==> config.mk <==
export PLATFORM = sky130hd
export DESIGN_NAME = sbkc_top
export DESIGN_NICKNAME = d
export VERILOG_FILES = /design/src/hw/sbkc_pkg.sv /design/src/hw/sbkc_if.sv /design/src/hw/sbkc_top.sv /design/src/hw/sbkc_gate.sv
export SDC_FILE = /design/constraint.sdc
export NUM_CORES = 1
export LEC_CHECK = 0
export ABC_AREA = 1
export BUFFER_PORTS_ARGS = -buffer_cell sky130_fd_sc_hd__buf_4
export CAP_MARGIN = 20
export CORE_MARGIN = 4
export CORE_UTILIZATION = 57
export DETAILED_ROUTE_END_ITERATION = 8
export HOLD_SLACK_MARGIN = 0.1
export PLACE_DENSITY_LB_ADDON = 0.12
export SETUP_SLACK_MARGIN = 0.2
export SLEW_MARGIN = 20
export SYNTH_ARGS = -nofsm -noshare
export SYNTH_HDL_FRONTEND = slang
export SYNTH_HIERARCHICAL = 1
export SYNTH_SLANG_ARGS = --single-unit
==> constraint.sdc <==
create_clock -name CLK -period 8.4 [get_ports CLK]
set_clock_uncertainty 0.2 [all_clocks]
set_input_delay 0.42 -clock CLK [delete_from_list [all_inputs] [get_ports CLK]]
set_output_delay 0.42 -clock CLK [all_outputs]
set_load 0.01 [all_outputs]
==> src/hw/sbkc_pkg.sv <==
// package: register map, field positions and reset values for the standby keep-alive control
package sbkc_pkg;

  // ----------------------------------------
  // register map
  // ----------------------------------------
  localparam logic [7:0] SBKC_RETENTION_IDX = 8'h39;
  localparam logic [11:0] SBKC_RETENTION_ADDR = {2'b00, SBKC_RETENTION_IDX, 2'b00};
  localparam logic [11:0] SBKC_CONTEXT_ADDR = 12'h100;
  localparam logic [11:0] SBKC_SETUP_ADDR = 12'h104;
  localparam logic [11:0] SBKC_STATUS_ADDR = 12'h108;

  // ----------------------------------------
  // retention register fields
  // ----------------------------------------
  localparam int SBKC_ROUTE_BIT = 8;
  localparam int SBKC_CHECKS_BIT = 7;
  localparam int SBKC_OUTPUTS_BIT = 6;
  localparam int SBKC_SWITCH_BIT = 5;
  localparam int SBKC_BURNOUT_BIT = 4;
  localparam logic [15:0] SBKC_RETENTION_WMASK = 16'h81F0;
  localparam logic [15:0] SBKC_RETENTION_RESET = 16'h0000;

  // ----------------------------------------
  // context register fields (inputs the policy depends on)
  // ----------------------------------------
  localparam int SBKC_CTX_STANDBY_BIT = 0;
  localparam int SBKC_CTX_INTOSC_BIT = 1;
  localparam int SBKC_CTX_OVUV_BIT = 2;
  localparam int SBKC_CTX_CHECKS_BIT = 3;
  localparam int SBKC_CTX_OUT4_EN_BIT = 4;
  localparam int SBKC_CTX_OUT4_LVL_BIT = 5;
  localparam int SBKC_CTX_OUTS_LSB = 8;
  localparam logic [15:0] SBKC_CONTEXT_RESET = 16'h0000;

  // setup register: switch settings in [7:0], burnout settings in [15:8]
  localparam int SBKC_SETUP_BURN_LSB = 8;
  localparam logic [15:0] SBKC_SETUP_RESET = 16'h0000;

  localparam logic [31:0] SBKC_UNMAPPED_DATA = 32'h0000_0000;

  typedef enum logic [1:0] {SBKC_IDLE, SBKC_ACCESS} sbkc_apb_state_t;

endpackage

==> src/hw/sbkc_if.sv <==
// interface: policy inputs carried from the register file to the gating logic
interface sbkc_policy_if;
  import sbkc_pkg::*;
  logic [15:0] retention;
  logic [15:0] context_bits;
  logic [15:0] setup;
  logic osc_keep;
  logic checks_on;
  logic [3:0] outs_en;
  logic [7:0] switch_en;
  logic [7:0] burnout_en;
  logic out4_en;
  logic out4_lvl;
  modport regs (output retention, context_bits, setup,
                input osc_keep, checks_on, outs_en, switch_en, burnout_en, out4_en, out4_lvl);
  modport gate (input retention, context_bits, setup,
                output osc_keep, checks_on, outs_en, switch_en, burnout_en, out4_en, out4_lvl);
endinterface

==> src/hw/sbkc_top.sv <==
// module: standby keep-alive control with APB register access
// ----------------------------------------
// ----------------------------------------
module sbkc_top
  import sbkc_pkg::*;
(
  // clock and reset
  input wire logic CLK,
  input wire logic RST,
  // apb slave
  input wire logic PSEL,
  input wire logic PENABLE,
  input wire logic PWRITE,
  input wire logic [11:0] PADDR,
  input wire logic [31:0] PWDATA,
  output logic [31:0] PRDATA,
  output logic PREADY,
  output logic PSLVERR,
  // standby controls
  output logic OSC_KEEP,
  output logic CHECKS_ON,
  output logic [3:0] OUTPUTS_EN,
  output logic [7:0] SWITCH_EN,
  output logic [7:0] BURNOUT_EN,
  output logic OUTPUT_FOUR_EN,
  output logic OUTPUT_FOUR_LEVEL
);

  // ----------------------------------------
  // registers
  // ----------------------------------------
  sbkc_policy_if pol ();
  sbkc_apb_state_t state_reg;
  logic [15:0] retention_reg;
  logic [15:0] context_reg;
  logic [15:0] setup_reg;
  logic wr_fire;
  logic rd_fire;

  // no wait cycles: setup, access with pready, done
  assign wr_fire = PSEL & PENABLE & PWRITE & PREADY;
  assign rd_fire = PSEL & ~PENABLE & ~PWRITE;

  function automatic logic mapped(input logic [11:0] a);
    mapped = (a == SBKC_RETENTION_ADDR) | (a == SBKC_CONTEXT_ADDR) |
             (a == SBKC_SETUP_ADDR) | (a == SBKC_STATUS_ADDR);
  endfunction

  always_ff @(posedge CLK or posedge RST) begin
    if (RST) begin
      state_reg <= SBKC_IDLE;
      PREADY <= 1'b0;
      PSLVERR <= 1'b0;
    end else begin
      case (state_reg)
        SBKC_IDLE: begin
          PREADY <= 1'b0;
          PSLVERR <= 1'b0;
          if (PSEL & ~PENABLE) begin
            state_reg <= SBKC_ACCESS;
            PREADY <= 1'b1;
            PSLVERR <= ~mapped(PADDR);
          end
        end
        SBKC_ACCESS: begin
          state_reg <= SBKC_IDLE;
          PREADY <= 1'b0;
          PSLVERR <= 1'b0;
        end
        default: state_reg <= SBKC_IDLE;
      endcase
    end
  end

  always_ff @(posedge CLK or posedge RST) begin
    if (RST) begin
      retention_reg <= SBKC_RETENTION_RESET;
      context_reg <= SBKC_CONTEXT_RESET;
      setup_reg <= SBKC_SETUP_RESET;
    end else if (wr_fire) begin
      if (PADDR == SBKC_RETENTION_ADDR) begin
        retention_reg <= PWDATA[15:0] & SBKC_RETENTION_WMASK;
      end
      if (PADDR == SBKC_CONTEXT_ADDR) begin
        context_reg <= PWDATA[15:0];
      end
      if (PADDR == SBKC_SETUP_ADDR) begin
        setup_reg <= PWDATA[15:0];
      end
    end
  end

  // read data is latched in setup so it is stable with pready
  always_ff @(posedge CLK or posedge RST) begin
    if (RST) begin
      PRDATA <= SBKC_UNMAPPED_DATA;
    end else if (rd_fire) begin
      case (PADDR)
        SBKC_RETENTION_ADDR: PRDATA <= {16'h0000, retention_reg};
        SBKC_CONTEXT_ADDR: PRDATA <= {16'h0000, context_reg};
        SBKC_SETUP_ADDR: PRDATA <= {16'h0000, setup_reg};
        SBKC_STATUS_ADDR: PRDATA <= {6'h00, BURNOUT_EN, SWITCH_EN, OUTPUTS_EN, 1'b0,
                                     OUTPUT_FOUR_LEVEL, OUTPUT_FOUR_EN, CHECKS_ON, 1'b0, OSC_KEEP};
        default: PRDATA <= SBKC_UNMAPPED_DATA;
      endcase
    end
  end

  assign pol.retention = retention_reg;
  assign pol.context_bits = context_reg;
  assign pol.setup = setup_reg;

  sbkc_gate u_gate (
    .pol(pol)
  );

  // ----------------------------------------
  // registered outputs, one cycle after the policy
  // ----------------------------------------
  always_ff @(posedge CLK or posedge RST) begin
    if (RST) begin
      OSC_KEEP <= 1'b1;
      CHECKS_ON <= 1'b0;
      OUTPUTS_EN <= 4'h0;
      SWITCH_EN <= 8'h00;
      BURNOUT_EN <= 8'h00;
      OUTPUT_FOUR_EN <= 1'b0;
      OUTPUT_FOUR_LEVEL <= 1'b0;
    end else begin
      OSC_KEEP <= pol.osc_keep;
      CHECKS_ON <= pol.checks_on;
      OUTPUTS_EN <= pol.outs_en;
      SWITCH_EN <= pol.switch_en;
      BURNOUT_EN <= pol.burnout_en;
      OUTPUT_FOUR_EN <= pol.out4_en;
      OUTPUT_FOUR_LEVEL <= pol.out4_lvl;
    end
  end

  // ----------------------------------------
  // checks
  // ----------------------------------------
  logic standby;
  assign standby = context_reg[SBKC_CTX_STANDBY_BIT];
endmodule

==> src/hw/sbkc_gate.sv <==
// module: combinational standby gating of auxiliary functions
module sbkc_gate
  import sbkc_pkg::*;
(
  sbkc_policy_if.gate pol
);
  logic standby;
  logic route;
  assign standby = pol.context_bits[SBKC_CTX_STANDBY_BIT];
  assign route = pol.retention[SBKC_ROUTE_BIT];

  always_comb begin
    // checks run while converting, or in standby when kept
    pol.checks_on = pol.context_bits[SBKC_CTX_CHECKS_BIT] &
                    (~standby | pol.retention[SBKC_CHECKS_BIT]);
    // oscillator held in standby only when all three hold, else stopped to save power
    pol.osc_keep = ~standby | (pol.retention[SBKC_CHECKS_BIT] & pol.context_bits[SBKC_CTX_OVUV_BIT] &
                   pol.context_bits[SBKC_CTX_INTOSC_BIT]);
    pol.outs_en = pol.context_bits[SBKC_CTX_OUTS_LSB +: 4] &
                  {4{~standby | pol.retention[SBKC_OUTPUTS_BIT]}};
    pol.switch_en = pol.setup[7:0] & {8{~standby | pol.retention[SBKC_SWITCH_BIT]}};
    pol.burnout_en = pol.setup[SBKC_SETUP_BURN_LSB +: 8] &
                     {8{~standby | pol.retention[SBKC_BURNOUT_BIT]}};
    if (route) begin
      // active-low indicator, settings for output four ignored
      pol.out4_en = 1'b1;
      pol.out4_lvl = ~standby;
    end else begin
      pol.out4_en = pol.context_bits[SBKC_CTX_OUT4_EN_BIT] & (~standby | pol.retention[SBKC_OUTPUTS_BIT]);
      pol.out4_lvl = pol.context_bits[SBKC_CTX_OUT4_LVL_BIT];
    end
  end
endmodule

==> flow_summary_export.csv <==
group,metric,value,unit
clocking,cts_hold_buf,0,
synth,syn-mean-instance-area,8.80,µm²
synth,synth.largest_area_cell,"sky130_fd_sc_hd__dfrtp_1",
routing,dr.first_iter.drc_count,266,
pwr,power_switching,0.000169,W
pwr,p_clk_frac,0.443,
sta,layout_min_cycle_time,2500,ps
floorplan,rows,30,
status,outcome,"finished, final reports clean",
place,dp_hpwl,6360,µm
setup_path,length_in_cells_of_the_worst_reg_to_reg_path,4,
global_route,gr-total-overflow,0,
pwr,power.ir.vdd_worst,144,µV
sta,finalHoldViolations,0,
sta,fin_tns_setup,0,ps
synth,synthDistinctLibCells,23,
floorplan,die_outline_area,0.00853,mm²
setup_path,maximum_cell_stage_delay_along_the_critical_path,680,ps
job,cap_viol_max_count,0,
setup_path,crit_path_cell_trace,"buf_4 -> nor2_1 -> nand2_1 -> nor2_4 -> nand3_2 -> o21ai_0",
routing,antenna_left,0,
sta,report.final.setup_viol,0,
floorplan,design.core.area,0.00687,mm²
setup_path,worstSetupEndpointType,"flop",
floorplan,design.portCount,107,
clocking,clk_root_buffer_cell,"sky130_fd_sc_hd__clkbuf_8",
clocking,clk-insertion-delay-late,350,ps
routing,routed_wirelength,9420,µm
finish,syn_to_final_growth,22.4,%
routing,via_count,3322,
global_route,global_route.usage.total,0.231,
pwr,power.internal,0.000687,W
worst_hold_path,hold_class,"in2async",
sta,max-slew-margin-rel,0.451,
setup_path,worstPathRequired,8440,ps
finish,largest_register_ffs,26,
floorplan,die_x,92.4,µm
clocking,ctsResizeCount,0,
pwr,p_leak,2.63,nW
finish,drive_above_1_share,0.275,
sta,finalCritPeriodShare,0.298,
synth,synth_edf_count,0,
global_route,antenna_violations_before_repair,0,
routing,detail_route.vias_per_cell,5.17,
synth,syn-cell-area,0.00406,mm²
routing,drt-pass1-iter-count,5,
finish,filler_cell_count,558,
clocking,cts-buffers-inserted,9,
synth,syn-instance-count,461,
finish,antenna_cells,0,
setup_path,worst_ep_arrival_time,2540,ps
setup_path,worstSetupPathType,"in2reg",
pwr,power_per_cell_area,173,mW/mm²
clocking,cts_sinks,91,
clocking,cts.reportedPaths.clkPinSlew,80,ps
synth,synth_seq_area_share,0.562,
synth,yosys_register_bits,91,
synth,synth_top_cell_area_share,0.555,
sta,grt_setup_unrepaired,"no",
synth,share_of_flip_flops_with_an_asynchronous_set_or_reset_after_synthesis,1.00,
pwr,fraction_of_power_spent_switching_nets,0.198,
synth,yosys_warnings,6,
setup_path,worst_path_max_delay_cell,"sky130_fd_sc_hd__nand3_2",
clocking,htree_num_levels,3,
setup_path,timing.critical_path.from_type,"primary input",
global_route,number_of_global_route_vias_before_repair,3171,
clocking,tritoncts,"built",
global_route,grt_first_pass_wirelength,15500,µm
synth,main_synth_ff_type,"sky130_fd_sc_hd__dfrtp_1",
sta,tightest_pin_transition,823,ps
place,gpl.final_weighted_congestion,0.858,
synth,netlist_top_cells_area,"sky130_fd_sc_hd__dfrtp_1 56%, sky130_fd_sc_hd__nand2_1 11%, sky130_fd_sc_hd__nand3_1 7.5%, sky130_fd_sc_hd__inv_1 4.4%, sky130_fd_sc_hd__o21ai_2 3.5%",
clocking,clock_path_buffers,2,
pwr,combPwrFrac,0.045,
clocking,post-cts-setup-buffers,0,
floorplan,initial_utilization,0.591,
routing,wire_length_per_cell,14.7,µm
setup_path,timing.critical_path.fanout_max,32,
sta,timing.fmax,0.399,GHz
setup_path,r2r_setup_slack,6260,ps
place,place.port_buffers,84,
global_route,grt_max_degree,92,
pwr,power.sequential.fraction,0.512,
routing,post-route-drc-count,0,
finish,stdcell_area,0.00496,mm²
sta,slew_violations,0,
floorplan,fp.dieH,92.4,µm
place,dpl_cell_area,0.00468,mm²
finish,finish.net_count,590,
-- routing by layer --
| metal | GRT usage | part of all wire | routed length [µm] | vias up |
|---|---|---|---|---|
| met2 | 0.360 | 0.49 | 4620 | 141 |
| met1 | 0.320 | 0.42 | 3990 | 1570 |
| met3 | 0.0382 | 0.078 | 735 | 6 |
| met5 | 0 | 0 | 0 | - |
| met4 | 0.105 | 0.0086 | 81 | 0 |
| li1 | - | - | - | 1605 |
-- cell families after synthesis --
kind of cell	synth area share
AND/OR/NAND/NOR	0.265
flip-flops	0.562
buffers and inverters	0.0851
AO/OA/AOI/OAI	0.0873
other	0.000924
-- critical path, delay by kind of cell --
family | cells | cell delay [ps]
AO/OA/AOI/OAI | 1 | 420
buffers and inverters | 1 | 110
AND/OR/NAND/NOR | 4 | 1570
-- worst paths after layout --
check / from / endpoint
hold reg to reg: state_reg[0]$_DFFE_PP0P_ / state_reg[0]$_DFFE_PP0P_
min in group CLK: PWDATA[9] / context_reg[9]$_DFFE_PP0P_
setup / recovery: PADDR[11] / pol.setup[15]$_DFFE_PP0P_
max in group asynchronous: RST / OUTPUT_FOUR_LEVEL$_DFF_PP0_
setup reg to reg: PREADY$_DFF_PP0_ / pol.setup[15]$_DFFE_PP0P_
hold / removal: RST / BURNOUT_EN[4]$_DFF_PP0_
-- power by group through the flow --
stage	Combinational, W	Sequential, W	Clock [W]
2_1_floorplan	0.0000211	0.000448	0
3_3_place_gp	0.0000376	0.000448	0
3_5_place_dp	0.0000384	0.000448	0
4_1_cts	0.0000386	0.000439	0.000386
5_1_grt	0.0000435	0.000439	0.000407
6_report	0.0000383	0.000439	0.000379
-- stage by stage --
| step | std cells | hold WS (ps) | total power (W) | setup WS [ps] | util |
|---|---|---|---|---|---|
| 3_3_place_gp | 626 | 219 | 0.000485 | 4870 | 0.682 |
| 6_report | 642 | 91.9 | 0.000857 | 5900 | 0.723 |
| 4_1_cts | 642 | 126 | 0.000864 | 5080 | 0.721 |
| 3_5_place_dp | 626 | 223 | 0.000486 | 4730 | 0.682 |
| 5_1_grt | 642 | 137 | 0.000890 | 5750 | 0.723 |
| 2_1_floorplan | 466 | 204 | 0.000469 | 5420 | - |
-- Yosys cell counts, types with 3 or more instances --
master	number
sky130_fd_sc_hd__nor2_2	3
sky130_fd_sc_hd__nor2_1	33
sky130_fd_sc_hd__nand3_1	61
sky130_fd_sc_hd__inv_2	4
sky130_fd_sc_hd__buf_6	5
sky130_fd_sc_hd__clkbuf_1	3
sky130_fd_sc_hd__nand2_2	18
sky130_fd_sc_hd__dfrtp_1	90
sky130_fd_sc_hd__o21ai_0	11
sky130_fd_sc_hd__inv_1	48
sky130_fd_sc_hd__buf_4	7
sky130_fd_sc_hd__nand2_1	119
sky130_fd_sc_hd__o21ai_2	16
sky130_fd_sc_hd__buf_2	6
sky130_fd_sc_hd__nor2_4	3
sky130_fd_sc_hd__o21ai_1	27
-- cells in the final DEF, fill, tap and decap left out, drive strengths merged --
cell    instances
nand2         138
o21ai          54
a21oi           1
o21a            1
inv            51
bufinv          4
conb            6
nor2           39
nand3          61
clkbuf         11
and3            1
dfrtp          90
clkinv          2
buf            85
dfstp           1
nor3            1
-- final cells by class --
cell class              count  area (µm²)  share of cell area
well taps                  96         120              0.0242
flip-flops and latches     91        2280               0.459
clock inverters             5         125              0.0252
multi-input cells         302        1460               0.294
repair buffers             85         642               0.129
clock buffers              11         141              0.0285
inverters                  52         196              0.0396
(Power assumes the default switching activity.)
